File: src/rtl/ris_pkg.sv
// Purpose: Constants for the reader request/status control block
// Assumes: Byte-wide register port, 6-bit address
// Notes:   Offsets are the register addresses as printed
package ris_pkg;
    // ------------------------------------------------------------
    // Register offsets
    // ------------------------------------------------------------
    localparam logic [5:0] ADDR_COMMAND_CONTROL  = 6'h01;
    localparam logic [5:0] ADDR_PRIMARY_IRQ_EN   = 6'h02;
    localparam logic [5:0] ADDR_SECONDARY_IRQ_EN = 6'h03;
    localparam logic [5:0] ADDR_PRIMARY_IRQ_FLG  = 6'h04;
    localparam logic [5:0] ADDR_SECONDARY_IRQ_FLG = 6'h05;
    localparam logic [5:0] ADDR_ERROR_FLAGS      = 6'h06;
    localparam logic [5:0] ADDR_FIFO_LEVEL       = 6'h0a;

    // ------------------------------------------------------------
    // Reset values
    // ------------------------------------------------------------
    localparam logic [7:0] RST_COMMAND_CONTROL  = 8'h20;
    localparam logic [7:0] RST_PRIMARY_IRQ_EN   = 8'h80;
    localparam logic [7:0] RST_SECONDARY_IRQ_EN = 8'h00;
    localparam logic [7:0] RST_PRIMARY_IRQ_FLG  = 8'h14;
    localparam logic [7:0] RST_SECONDARY_IRQ_FLG = 8'h00;
    localparam logic [7:0] RST_ERROR_FLAGS      = 8'h00;

    // ------------------------------------------------------------
    // Field positions and masks
    // ------------------------------------------------------------
    localparam int         BIT_SET_CONTROL   = 7;
    localparam int         BIT_RCV_OFF       = 5;
    localparam int         BIT_SOFT_SLEEP    = 4;
    localparam int         BIT_PIN_INVERT    = 7;
    localparam int         BIT_PIN_DRIVE     = 7;
    localparam int         BIT_FIFO_FLUSH    = 7;
    localparam int         BIT_ERR_WRITE     = 7;
    localparam int         BIT_ERR_TEMP      = 6;
    localparam int         BIT_ERR_OVFL      = 4;
    localparam int         BIT_ERR_COLL      = 3;
    localparam int         BIT_ERR_CRC       = 2;
    localparam int         BIT_ERR_PARITY    = 1;
    localparam int         BIT_ERR_FRAME     = 0;
    localparam logic [7:0] MASK_COMMAND_RW   = 8'h3f;
    localparam logic [7:0] MASK_SECOND_EN    = 8'h34;
    localparam logic [7:0] MASK_SECOND_EN_RW = 8'hb4;
    localparam logic [6:0] MASK_SECOND_FLAGS = 7'h34;
    localparam logic [7:0] MASK_ERROR        = 8'hdf;

    // ------------------------------------------------------------
    // Commands
    // ------------------------------------------------------------
    localparam logic [3:0] CMD_IDLE = 4'h0;
endpackage : ris_pkg

File: src/rtl/ris_reader_irq_status_control.sv
// Purpose: Command, request-enable, request-flag and error-flag registers
//          with the request pin driver of a contactless reader
// Assumes: Host port is a one-cycle read/write strobe pair; events are
//          one-cycle pulses from the same clock, except test_signal_input
// Notes:   Command execution itself lives outside; this block only records it
//
// How it works
// - Command write launches command; read returns the command actually running
// - Soft sleep bit one enters software power-down, zero means ready
// - Invert bit selects direct or inverted request pin level
// - Reset invert one with open-drain leaves the request pin floating
// - Drive select zero gives open-drain, one gives push-pull
// - First enable bits six to zero gate the seven primary requests
// - Second enable bits five, four, two gate card, edge, checksum requests
// - Hardware events set their request flag automatically
// - Transmit-done flag sets after the last transmitted bit
// - Receive flag sets on valid data when the valid-only option is on
// - Command end sets idle flag; unknown command forces idle and sets it
// - FIFO alert flags set on alert rising; cleared only by host write
// - Fault flag sets whenever any error bit becomes one
// - Countdown flag sets when timer value reaches zero
// - Card-found flag sets when low-power detection finds a card
// - Test input edge flag sets on either edge of the test pin
// - Checksum flag sets when checksum command has processed all bytes
// - FIFO write fault on host writes during authentication or receive window
// - Overheat sets its fault and switches the antenna drivers off
// - Overflow fault sets on write into full FIFO; only flush clears it
// - Collision fault sets on collision at 106k only, clears at receiver start-up
// - Flush bit resets FIFO pointers and overflow fault; reads back zero
// - Parity fault sets on parity error at 106k only, clears at receiver start-up
// - Frame start fault sets on bad start of frame at 106k only, clears at start-up
`timescale 1ns/1ps

module ris_reader_irq_status_control
    import ris_pkg::*;
#(
    parameter int CMD_WIDTH = 4
)
(
    input  wire logic                 clk,
    input  wire logic                 reset,
    // Host register port
    input  wire logic [5:0]           reg_addr,
    input  wire logic [7:0]           reg_wdata,
    input  wire logic                 reg_wr,
    input  wire logic                 reg_rd,
    output logic      [7:0]           reg_rdata,
    // Command engine
    output logic                      cmd_start,
    output logic [CMD_WIDTH-1:0]      cmd_code,
    input  wire logic                 cmd_known,
    input  wire logic                 cmd_done,
    output logic                      receiver_analog_off,
    output logic                      soft_sleep,
    output logic                      fifo_flush,
    output logic                      antenna_off,
    // Hardware events
    input  wire logic                 tx_last_bit_sent,
    input  wire logic                 rx_data_valid,
    input  wire logic                 rx_valid_only_option,
    input  wire logic                 fifo_high_status,
    input  wire logic                 fifo_low_status,
    input  wire logic [15:0]          timer_current_value,
    input  wire logic                 timer_running,
    input  wire logic                 card_found,
    input  wire logic                 test_signal_input,
    input  wire logic                 checksum_active,
    input  wire logic                 checksum_all_done,
    input  wire logic                 fifo_host_write,
    input  wire logic                 fifo_int_write,
    input  wire logic                 fifo_full,
    input  wire logic                 authentication_command,
    input  wire logic                 rf_between_tx_rx,
    input  wire logic                 overheat_detect,
    input  wire logic                 bit_collision,
    input  wire logic                 checksum_error,
    input  wire logic                 parity_error,
    input  wire logic                 rate_106k,
    input  wire logic                 frame_start_error,
    input  wire logic                 receiver_startup,
    // Request pin
    output logic                      request_pending,
    output logic                      request_pin_o,
    output logic                      request_pin_oe
);
    import ris_pkg::*;

    // ------------------------------------------------------------
    // Registers
    // ------------------------------------------------------------
    logic [7:0] command_r;
    logic [7:0] command_nxt;
    logic [7:0] pri_en_r;
    logic [7:0] sec_en_r;
    logic [6:0] pri_flg_r;
    logic [6:0] pri_flg_nxt;
    logic [6:0] sec_flg_r;
    logic [6:0] sec_flg_nxt;
    logic [7:0] err_r;
    logic [7:0] err_nxt;
    logic       hi_d_r;
    logic       lo_d_r;
    logic       tmr_d_r;
    logic       tin_s1_r;
    logic       tin_s2_r;
    logic       tin_s3_r;
    logic       cmd_busy_r;

    // ------------------------------------------------------------
    // Address decode
    // ------------------------------------------------------------
    wire wr_cmd   = reg_wr && (reg_addr == ADDR_COMMAND_CONTROL);
    wire wr_pen   = reg_wr && (reg_addr == ADDR_PRIMARY_IRQ_EN);
    wire wr_sen   = reg_wr && (reg_addr == ADDR_SECONDARY_IRQ_EN);
    wire wr_pflg  = reg_wr && (reg_addr == ADDR_PRIMARY_IRQ_FLG);
    wire wr_sflg  = reg_wr && (reg_addr == ADDR_SECONDARY_IRQ_FLG);
    wire wr_fifol = reg_wr && (reg_addr == ADDR_FIFO_LEVEL);
    wire set_ctl  = reg_wdata[BIT_SET_CONTROL];

    assign fifo_flush = wr_fifol && reg_wdata[BIT_FIFO_FLUSH];

    // ------------------------------------------------------------
    // Command register
    // ------------------------------------------------------------
    // Launch on write
    assign cmd_start   = wr_cmd;
    assign cmd_code    = reg_wdata[CMD_WIDTH-1:0];
    // Unknown command falls back to idle
    wire   cmd_unknown = wr_cmd && !cmd_known;
    wire   cmd_end     = (cmd_busy_r && cmd_done) || cmd_unknown;

    always_comb
    begin
        command_nxt = command_r;
        if (wr_cmd)
        begin
            command_nxt = reg_wdata & MASK_COMMAND_RW;
            if (!cmd_known)
            begin
                command_nxt[3:0] = CMD_IDLE;
            end
        end
        else if (cmd_busy_r && cmd_done)
        begin
            command_nxt[3:0] = CMD_IDLE;
        end
    end

    assign soft_sleep          = command_r[BIT_SOFT_SLEEP];
    assign receiver_analog_off = command_r[BIT_RCV_OFF];

    // ------------------------------------------------------------
    // Event detection
    // ------------------------------------------------------------
    wire hi_rise  = fifo_high_status && !hi_d_r;
    wire lo_rise  = fifo_low_status && !lo_d_r;
    wire tmr_zero = timer_running && (timer_current_value == 16'h0000);
    wire tmr_hit  = tmr_zero && !tmr_d_r;
    // Either edge of the synchronised test pin
    wire tin_edge = tin_s2_r ^ tin_s3_r;

    // ------------------------------------------------------------
    // Error flags
    // ------------------------------------------------------------
    always_comb
    begin
        err_nxt = err_r;
        if (receiver_startup)
        begin
            err_nxt[BIT_ERR_COLL]   = 1'b0;
            err_nxt[BIT_ERR_PARITY] = 1'b0;
            err_nxt[BIT_ERR_FRAME]  = 1'b0;
            err_nxt[BIT_ERR_CRC]    = 1'b0;
        end
        if (fifo_flush)
        begin
            err_nxt[BIT_ERR_OVFL] = 1'b0;
        end
        if (fifo_host_write && (authentication_command || rf_between_tx_rx))
        begin
            err_nxt[BIT_ERR_WRITE] = 1'b1;
        end
        if (overheat_detect)
        begin
            err_nxt[BIT_ERR_TEMP] = 1'b1;
        end
        if ((fifo_host_write || fifo_int_write) && fifo_full)
        begin
            err_nxt[BIT_ERR_OVFL] = 1'b1;
        end
        if (bit_collision && rate_106k)
        begin
            err_nxt[BIT_ERR_COLL] = 1'b1;
        end
        if (checksum_error)
        begin
            err_nxt[BIT_ERR_CRC] = 1'b1;
        end
        if (parity_error && rate_106k)
        begin
            err_nxt[BIT_ERR_PARITY] = 1'b1;
        end
        if (frame_start_error && rate_106k)
        begin
            err_nxt[BIT_ERR_FRAME] = 1'b1;
        end
        err_nxt = err_nxt & MASK_ERROR;
    end

    assign antenna_off = err_r[BIT_ERR_TEMP];
    wire err_rise = |(err_nxt & ~err_r);

    // ------------------------------------------------------------
    // Request flags: host write first, hardware set wins
    // ------------------------------------------------------------
    logic [6:0] pri_hw;
    logic [6:0] sec_hw;

    always_comb
    begin
        pri_hw[6] = tx_last_bit_sent;
        pri_hw[5] = rx_data_valid && rx_valid_only_option;
        pri_hw[4] = cmd_end;
        pri_hw[3] = hi_rise;
        pri_hw[2] = lo_rise;
        pri_hw[1] = err_rise;
        pri_hw[0] = tmr_hit;
        sec_hw    = 7'h00;
        sec_hw[5] = card_found;
        sec_hw[4] = tin_edge;
        sec_hw[2] = checksum_active && checksum_all_done;
    end

    always_comb
    begin
        pri_flg_nxt = pri_flg_r;
        sec_flg_nxt = sec_flg_r;
        if (wr_pflg)
        begin
            if (set_ctl)
            begin
                pri_flg_nxt = pri_flg_r | reg_wdata[6:0];
            end
            else
            begin
                pri_flg_nxt = pri_flg_r & ~reg_wdata[6:0];
            end
        end
        if (wr_sflg)
        begin
            if (set_ctl)
            begin
                sec_flg_nxt = sec_flg_r | (reg_wdata[6:0] & MASK_SECOND_FLAGS);
            end
            else
            begin
                sec_flg_nxt = sec_flg_r & ~reg_wdata[6:0];
            end
        end
        pri_flg_nxt = pri_flg_nxt | pri_hw;
        sec_flg_nxt = (sec_flg_nxt | sec_hw) & MASK_SECOND_FLAGS;
    end

    // ------------------------------------------------------------
    // State update
    // ------------------------------------------------------------
    always_ff @(posedge clk)
    begin
        if (reset)
        begin
            command_r  <= RST_COMMAND_CONTROL;
            pri_en_r   <= RST_PRIMARY_IRQ_EN;
            sec_en_r   <= RST_SECONDARY_IRQ_EN;
            pri_flg_r  <= RST_PRIMARY_IRQ_FLG[6:0];
            sec_flg_r  <= RST_SECONDARY_IRQ_FLG[6:0];
            err_r      <= RST_ERROR_FLAGS;
            cmd_busy_r <= 1'b0;
        end
        else
        begin
            command_r  <= command_nxt;
            pri_flg_r  <= pri_flg_nxt;
            sec_flg_r  <= sec_flg_nxt;
            err_r      <= err_nxt;
            cmd_busy_r <= (command_nxt[3:0] != CMD_IDLE);
            if (wr_pen)
            begin
                pri_en_r <= reg_wdata;
            end
            if (wr_sen)
            begin
                sec_en_r <= reg_wdata & MASK_SECOND_EN_RW;
            end
        end
    end

    // Edge history and test pin synchroniser
    always_ff @(posedge clk)
    begin
        if (reset)
        begin
            hi_d_r   <= 1'b0;
            lo_d_r   <= 1'b0;
            tmr_d_r  <= 1'b0;
            tin_s1_r <= 1'b0;
            tin_s2_r <= 1'b0;
            tin_s3_r <= 1'b0;
        end
        else
        begin
            hi_d_r   <= fifo_high_status;
            lo_d_r   <= fifo_low_status;
            tmr_d_r  <= tmr_zero;
            tin_s1_r <= test_signal_input;
            tin_s2_r <= tin_s1_r;
            tin_s3_r <= tin_s2_r;
        end
    end

    // ------------------------------------------------------------
    // Request pin
    // ------------------------------------------------------------
    // Enabled flags combined
    assign request_pending = |(pri_flg_r & pri_en_r[6:0]) | |(sec_flg_r & sec_en_r[6:0]);
    wire pin_level = request_pending ^ pri_en_r[BIT_PIN_INVERT];
    assign request_pin_o  = sec_en_r[BIT_PIN_DRIVE] ? pin_level : 1'b0;
    assign request_pin_oe = sec_en_r[BIT_PIN_DRIVE] | ~pin_level;

    // ------------------------------------------------------------
    // Read data
    // ------------------------------------------------------------
    // Reserved and set-control read zero
    always_ff @(posedge clk)
    begin
        if (reset)
        begin
            reg_rdata <= 8'h00;
        end
        else if (reg_rd)
        begin
            unique case (reg_addr)
                ADDR_COMMAND_CONTROL:   reg_rdata <= command_r;
                ADDR_PRIMARY_IRQ_EN:    reg_rdata <= pri_en_r;
                ADDR_SECONDARY_IRQ_EN:  reg_rdata <= sec_en_r;
                ADDR_PRIMARY_IRQ_FLG:   reg_rdata <= {1'b0, pri_flg_r};
                ADDR_SECONDARY_IRQ_FLG: reg_rdata <= {1'b0, sec_flg_r};
                ADDR_ERROR_FLAGS:       reg_rdata <= err_r;
                default:                reg_rdata <= 8'h00;
            endcase
        end
    end

endmodule : ris_reader_irq_status_control

File: config.mk
export PLATFORM = sky130hd
export DESIGN_NAME = ris_reader_irq_status_control
export DESIGN_NICKNAME = d
export VERILOG_FILES = /design/src/rtl/ris_pkg.sv /design/src/rtl/ris_reader_irq_status_control.sv
export SDC_FILE = /design/constraint.sdc
export NUM_CORES = 1
export LEC_CHECK = 0
export CAP_MARGIN = 40
export CELL_PAD_IN_SITES_DETAIL_PLACEMENT = 1
export CELL_PAD_IN_SITES_GLOBAL_PLACEMENT = 1
export CORE_ASPECT_RATIO = 0.7
export CORE_MARGIN = 2
export CORE_UTILIZATION = 30
export DETAILED_ROUTE_END_ITERATION = 6
export DONT_BUFFER_PORTS = 1
export GPL_ROUTABILITY_DRIVEN = 1
export PLACE_DENSITY_LB_ADDON = 0.1
export SYNTH_ARGS = -nofsm -noshare
export SYNTH_HDL_FRONTEND = slang
export SYNTH_SLANG_ARGS = --single-unit
File: constraint.sdc
create_clock -name clk -period 1.97 [get_ports clk]
set_clock_uncertainty 0.05 [all_clocks]
set_input_delay 0.2955 -clock clk [delete_from_list [all_inputs] [get_ports clk]]
set_output_delay 0.2955 -clock clk [all_outputs]
set_load 0.01 [all_outputs]
### Word-level counts from Yosys, hierarchy flattened

Index checks and enable logic that the tools add are counted.

* flip-flop bits (word level): 51

* reductions and logical operators: 32
* bitwise logic cells: 16
* multiplexer cells: 18
* equality and inequality tests: 7

Operators with widths (count)
* 8-bit one-hot mux with 6 select lines: 1
* 1-bit logical AND: 20
* 6-bit by 3-bit equality test with 1-bit output, second input constant: 3
* 16-bit logical NOT: 1
* 4-bit two-way mux: 4
* 7-bit bitwise AND: 2
* 7-bit two-way mux: 2
* 7-bit OR: 2
* 7-bit OR reduction: 2
* 6-bit bitwise AND: 2
* 6-bit by 2-bit equality test with 1-bit output, second input constant: 2
* 6-bit two-way mux: 2
* 6-bit OR: 2
* 1-bit two-way mux: 9
* 8-bit bitwise AND: 1
* 8-bit NOT: 1
* 8-bit OR reduction: 1
* 7-bit NOT: 1
* 6-bit by 1-bit equality test with 1-bit output, second input constant: 1
* 6-bit by 4-bit equality test with 1-bit output, second input constant: 1
* 1-bit logical NOT: 4
* 4-bit nonzero test: 1
* 1-bit logical OR: 3
* 1-bit OR: 2
* 2 further kinds: 3

### Logic depth before layout (Yosys ltp)

Gate-level depths: netlist of the first run.

* depth in word-level cells: 8
* mapped depth: 7

### Least setup slack after synthesis of the first run

Ideal clock, no wire load.

* path kind: register -> output
* start point: register pri_flg_r[6]
* end point: output request_pin_o
* required time: 1625 ps
* path slack: 398 ps
* stages on the path, launching flop included: 5
* path buffers: 0
* arrival time: 1226 ps
* cell sequence: dfxtp_1 a22o_1 a221oi_1 and3_1 mux2i_1

* cells in the longest elaborated chain, start to end: 5

RTL lines
* from (decl): line ris_reader_irq_status_control.sv:95 `logic [6:0] pri_flg_r;`
* from (signal assigned): line ris_reader_irq_status_control.sv:274 `pri_flg_r <= RST_PRIMARY_IRQ_FLG[6:0];`
* from (signal assigned): line ris_reader_irq_status_control.sv:282 `pri_flg_r <= pri_flg_nxt;`
* 7-bit bitwise AND: line ris_reader_irq_status_control.sv:324 `assign request_pending = |(pri_flg_r & pri_en_r[6:0]) | |(sec_flg_r & sec_en_r[6:0]);`
* 7-bit OR reduction: line ris_reader_irq_status_control.sv:324
* 1-bit OR: line ris_reader_irq_status_control.sv:324
* 1-bit bitwise XOR: line ris_reader_irq_status_control.sv:325 `wire pin_level = request_pending ^ pri_en_r[BIT_PIN_INVERT];`
* 1-bit two-way mux: line ris_reader_irq_status_control.sv:326 `assign request_pin_o = sec_en_r[BIT_PIN_DRIVE] ? pin_level : 1'b0;`
* to (decl): line ris_reader_irq_status_control.sv:83 `output logic request_pin_o,`

No other way between the ends.

### Worst setup path after layout of the first run

* start point: register pri_en_r[5]
* end point: output request_pin_o

* cells in the longest elaborated chain, start to end: 5

RTL lines
* from (decl): line ris_reader_irq_status_control.sv:93 `logic [7:0] pri_en_r;`
* from (signal assigned): line ris_reader_irq_status_control.sv:288 `pri_en_r <= reg_wdata;`
* 7-bit bitwise AND: line ris_reader_irq_status_control.sv:324
* 7-bit OR reduction: line ris_reader_irq_status_control.sv:324
* 1-bit OR: line ris_reader_irq_status_control.sv:324
* 1-bit bitwise XOR: line ris_reader_irq_status_control.sv:325
* 1-bit two-way mux: line ris_reader_irq_status_control.sv:326

No other way between the ends.

==> metrics.md, run 1 <==
| Metric | Value |
|---|---|
| Outcome | `complete, no violations` |
| Synthesis warning total | `0` |
| Number of antenna violations at the first check in global routing | `0` |
| Synth cell types | `43` |
| Crit-path slowest cell | `dfxtp_2` |
| Chip width | `112 µm` |
| Hold path startpoint | `reset` |
| Register bit total from synthesis | `50` |
| CP bufs+invs | `0` |
| I/O Pins | `between 70 and 80` |
| Most frequent cells in the layout | `dfxtp_1 (48), nor2_1 (23), nand2_1 (22)` |
| GR Overflow Total | `0` |
| Reg2Reg Setup Slack | `530 ps` |
| Fin crit period | `1930 ps` |
| WHS Endpoint | `sec_flg_r[2]` |
| Register area | `around 1000 µm²` |
| Synthesized area | `2440 µm²` |
| Lkg Pwr | `a little over 0.001 µW` |
| Largest net degree at the start of global routing | `46` |
| R2R Path End | `reg_rdata[2]` |
| Period utilization | `0.978` |
| Via Count | `2,095` |
| Max-cap violations | `0` |
| Antenna-violating nets left | `0` |
| Non-filler instance count after layout | `381` |
| Area growth from synthesis to final layout | `12.9%` |
| Worst hold path type | `in2reg` |
| Drt first pass iters | `4` |
| CP endpoint kind | `primary output` |
| R2R depth | `4` |
| Final Net Count | `337` |
| DP Area | `2500 µm²` |
| Worst-path clk slew | `70 ps` |
| Die height | `79.4 µm` |
| Synth area leader | `dfxtp_1` |
| Sequential area share after synthesis | `0.411` |
| Hold depth | `1` |
| Fillers | `933` |
| Final hold slack | `14.0 ps` |
| Post-Place Cells | `367` |
| Crit path cell chain | `a22o_1 -> a221oi_2 -> and3_4 -> mux2i_4` |
| Synth top area cells | `dfxtp_1 (41%), mux2i_1 (9.5%), nand3_1 (4.3%), a21oi_1 (3.9%), nor2_1 (3.5%)` |
| Initial DRC Count | `between 100 and 150` |
| Area of the multi-input gates | `1340 µm²` |
| Final setup violation count | `0` |
| Deepest clock path buffer count | `2` |
| Worst slew margin | `0.627` |
| CP peak stage delay | `around 320 ps` |
| Drt total wl | `7.38 mm` |
| Synth top area share | `0.411` |
| Die footprint | `8870 µm²` |
| Max-slew violation count | `0` |
| Proportion of layout cells with a drive suffix above 1 | `0.111` |
| Clock latency on the worst-skew pair | `300 ps` |
| Commonest non-fill, non-tap cell in the layout | `dfxtp_1` |
| Fmax | `0.519 GHz` |
| H-tree depth | `2` |
| CTS sink cnt | `50` |
| CTS buffer count | `5` |
| Number of diodes | `0` |
| Core area | `7870 µm²` |
| IO buf count | `0` |
| CTS Root Cell | `clkbuf_16` |
| Worst Tran Pin Value | `558 ps` |
| Final Hold Viols | `0` |
| Arr. time, crit path | `1580 ps` |
| Worst path top cell family by delay | `compound AO/OA/AOI/OAI gates` |
| R2R Path Start | `pri_flg_r[2]` |
| Critical path type | `reg2out` |
| Startpoint Class | `register` |
| Avg Inst Size Synth | `8.70 µm²` |
| Vias in the first global route | `2,070` |
| CTS tree | `yes` |
| First-pass GRT wire length | `11.7 mm` |
| Cells after synthesis | `280` |
| Initial Util | `0.309` |
| Vias per cell | `5.50` |
| DRC Markers | `0` |
| Post-DP HPWL | `5.37 mm` |
| Power Dens Cells | `~760 nW/µm²` |
| RSZ-0062 raised after global routing | `yes` |
| CP Max Fanout | `3` |
| Rows | `27` |
| Post-route cell area | `2750 µm²` |
| RePlAce Congestion | `0.782` |
| WL/cell | `19.4 µm` |
| Syn nets | `338` |
| GRT Overall Usage | `0.172` |
| Worst EP required | `between 1500 and 2000 ps` |
| Worst VDD drop | `0.000314 V` |
cell usage after synthesis (all sizes together):
cell      n
nor2     23
nand4b    1
a32o      2
a22o      3
clkinv    1
o211a     1
a21oi    19
clkbuf    7
or4       2
mux2i    23
nand2    22
a211o     1
mux2      5
xnor2     1
a31oi     6
nor2b    11
dfxtp    50
nor3      3
o2bb2ai   1
buf      12
a41oi     1
nor3b     2
a22oi     3
o221ai    1
nor4b     1
o21ai     9
a221oi    5
and3      2
inv       8
a211oi    2
nand3b    9
nand3    21
o31ai     1
nand4     5
o22ai     3
nand2b    6
o211ai    1
nor4      4
or3       2
per-layer routing:
| layer | global-route usage | share of wire | up-vias |
|---|---|---|---|
| met2 | 0.249 | 0.41 | 76 |
| li1 | - | - | 1016 |
| met1 | 0.243 | 0.51 | 992 |
| met4 | 0.0593 | 0.017 | 0 |
| met5 | 0 | 0 | - |
| met3 | 0.0501 | 0.070 | 11 |
through the flow:
step	util	total power, µW	setup WS, ps	TNS [ps]
after detailed placement	0.317	1200	179	0
final	0.349	2080	43.1	0
after global routing	0.349	2170	-24.5	-38.9
after floorplan	-	1210	398	0
after global placement	0.317	1200	206	0
after CTS	0.344	2110	5.66	0
where the power goes:
part | switching (µW) | internal, µW | leakage (µW)
clock | 386 | 503 | 0.0000729
sequential | 24.5 | 1040 | 0.000409
combinational | 57.8 | 69.9 | 0.000534
total | 468 | 1610 | 0.00102
how the worst max path moves through the flow:
stage                       from              to  slack (ps)  cells past startpoint
floorplan           pri_flg_r[6]   request_pin_o         400                      4
detailed placement  pri_flg_r[5]  request_pin_oe         180                      4
CTS                 pri_flg_r[6]  request_pin_oe           6                      4
finish               pri_en_r[5]   request_pin_o          40                      4
global route         pri_en_r[5]   request_pin_o         -20                      4
global placement    pri_flg_r[5]   request_pin_o         210                      4
state kept, by name, indices dropped and copies added (netlist names), 3 cells and up:
name / count
err_r: 7
sec_flg_r: 3
sec_en_r: 4
reg_rdata: 8
pri_flg_r: 7
pri_en_r: 8
command_r: 6
kinds of logic after synthesis:
logic type,share of synthesized area
AND/OR/NAND/NOR,0.255
flip-flops,0.411
multiplexers,0.118
buffers and inverters,0.0555
AO/OA/AOI/OAI,0.158
XOR/XNOR,0.00360
final cells by class:
| cell class | count | share of cell area |
|---|---|---|
| multi-input cells | 202 | 0.488 |
| flip-flops and latches | 50 | 0.365 |
| clock buffers | 6 | 0.0505 |
| well taps | 101 | 0.0460 |
| repair buffers | 11 | 0.0337 |
| inverters | 9 | 0.0123 |
| clock inverters | 2 | 0.00455 |
timing repair:
item,in CTS,in global routing
hold buffers,1,3
resized for setup,8,2
hold endpoints to repair,1,1
endpoints found under the setup margin,2,2
setup buffers,1,1
pin swaps,1,2
No activity file was read; power rests on OpenSTA's default activity.
==> inputs of run 2 (changes only) <==
Clock period 1.97 ns to 1.9 ns, I/O delays scaled along.
==> metrics.md, run 2 (synthesis gave the netlist of run 1 again) <==
| Metric | Value |
|---|---|
| Outcome | `complete, but fails checks` |
| Failing checks | `setup timing` |
| Critical path type | `reg2out` |
| Antenna-violating nets left | `0` |
| Via Count | `2,079` |
| Arr. time, crit path | `between 1500 and 2000 ps` |
| CTS tree | `yes` |
| DRC Markers | `0` |
| Worst Tran Pin Value | `between 500 and 600 ps` |
| RePlAce Congestion | `0.791` |
| WL/cell | `19.7 µm` |
| Crit-path slowest cell | `dfxtp_2` |
| R2R Path Start | `pri_flg_r[2]` |
| Max-slew violation count | `0` |
| Max Used Layer | `met4` |
| Hold depth | `1` |
| Initial DRC Count | `91` |
| Lkg Pwr | `a little over 0.001 µW` |
| Final hold slack | `9.49 ps` |
| Startpoint Class | `register` |
| Die footprint | `approximately 8900 µm²` |
| Initial Util | `0.309` |
| Period utilization | `1.06` |
| Final setup violation count | `2` |
| Number of antenna violations at the first check in global routing | `0` |
| Hold path startpoint | `reset` |
| Fin crit period | `2010 ps` |
| Rows | `27` |
| Registers with the most flip-flops | `pri_en_r x8, reg_rdata x8` |
| Vias per cell | `5.47` |
| Final Hold Viols | `0` |
| Post-route cell area | `about 2700 µm²` |
| Post-DP HPWL | `5.39 mm` |
| RSZ-0062 raised after global routing | `yes` |
| CP peak stage delay | `~340 ps` |
| Worst-path clk slew | `70 ps` |
| Worst hold path type | `in2reg` |
| R2R depth | `4` |
| CP endpoint kind | `primary output` |
| Worst slew margin | `0.626` |
| Vias in the first global route | `slightly above 2,000` |
| IO buf count | `0` |
| Die height | `79.4 µm` |
| Met3 wire len | `514 µm` |
| Drt first pass iters | `4` |
| R2R Path End | `reg_rdata[2]` |
| Core area | `~8000 µm²` |
| Final Core Density | `0.347` |
| Proportion of layout cells with a drive suffix above 1 | `0.115` |
| Fillers | `approximately 920` |
| Final worst setup slack | `-114 ps` |
| Number of diodes | `0` |
| CTS buffer count | `5` |
| Reg2Reg Setup Slack | `490 ps` |
| Setup tns final | `-218 ps` |
| Routed met2 length | `3.13 mm` |
| Post-Place Cells | `between 300 and 400` |
| Area growth from synthesis to final layout | `12.2%` |
| Worst VDD drop | `0.000251 V` |
| Max-cap violations | `0` |
| Most frequent cells in the layout | `dfxtp_1 (47), nor2_1 (23), nand2_1 (22)` |
| First-pass GRT wire length | `~12 mm` |
| Fmax | `between 0.4 and 0.5 GHz` |
| Final Net Count | `336` |
| Chip width | `about 110 µm` |
| Clock latency on the worst-skew pair | `290 ps` |
| Worst EP required | `around 1600 ps` |
| Deepest clock path buffer count | `2` |
| Largest net degree at the start of global routing | `44` |
| I/O Pins | `78` |
| Power Dens Cells | `789 nW/µm²` |
| CTS sink cnt | `50` |
| CTS Root Cell | `clkbuf_16` |
| WHS Endpoint | `sec_flg_r[2]` |
| GRT Overall Usage | `0.173` |
| Drt total wl | `between 7 and 8 mm` |
| GR Overflow Total | `0` |
| Non-filler instance count after layout | `between 300 and 400` |
| Detailed-routing wirelength on met1 | `3.78 mm` |
| Crit path cell chain | `a22o_1 -> a221oi_2 -> and3_4 -> mux2i_4` |
| CP Max Fanout | `3` |
| Commonest non-fill, non-tap cell in the layout | `dfxtp_1` |
| DP Area | `2510 µm²` |
| H-tree depth | `2` |
run 2: cell types whose count changed in the layout (fill, tap and decap cells not counted):
cell,previous run,this run
buf_4,7,8
dfxtp_2,2,3
a221oi_2,2,1
a221oi_1,3,4
dfxtp_1,48,47
dlygate4sd3_1,4,2
run 2: how the worst max path moves through the flow:
stage	slack (ps)	to	startpoint	cells past startpoint
6_report	-110	request_pin_o	pri_flg_r[5]	4
5_1_grt	-140	request_pin_o	pri_en_r[5]	4
4_1_cts	-100	request_pin_oe	pri_flg_r[5]	4
3_5_place_dp	60	request_pin_oe	pri_flg_r[5]	4
3_3_place_gp	160	request_pin_oe	pri_flg_r[5]	4
2_1_floorplan	340	request_pin_o	pri_flg_r[6]	4
run 2: per-stage QoR:
stage | power, µW | worst slack, ps
after floorplan | 1250 | 339
after global placement | 1250 | 157
after detailed placement | 1250 | 62.1
after CTS | 2180 | -103
after global routing | 2250 | -145
final | 2160 | -114
run 2: worst max-delay path: cells and delay by family (launching register included):
family	cells	cell delay [ps]
AO/OA/AOI/OAI	2	480
flip-flops	1	340
multiplexers	1	270
AND/OR/NAND/NOR	1	300
run 2: report_power, final:
group	total (µW)	internal (µW)	switching [µW]	leakage, µW
registers	1100	1080	26.1	0.000409
clock network	919	522	397	0.0000729
logic	134	70.4	63.3	0.000528
total	2160	1670	486	0.00101
run 2: final cells by class:
type,count,area [µm²],share of cell area
Multi-Input combinational cell,202,1340,0.489
Sequential cell,50,1000,0.368
Clock buffer,6,139,0.0508
Tap cell,101,126,0.0462
Timing Repair Buffer,10,80.1,0.0293
Inverter,9,33.8,0.0124
Clock inverter,2,12.5,0.00458
run 2: timing repair:
action,in CTS,in global routing
pin swaps,2,0
hold buffers,1,1
hold endpoints to repair,3,6
setup buffers,2,0
resized for setup,9,1
endpoints found under the setup margin,3,2
run 2: layer usage:
metal  up-vias  track usage
met5         -            0
li1       1004            -
met4         0       0.0395
met2        69        0.249
met1      1000        0.252
met3         6       0.0532
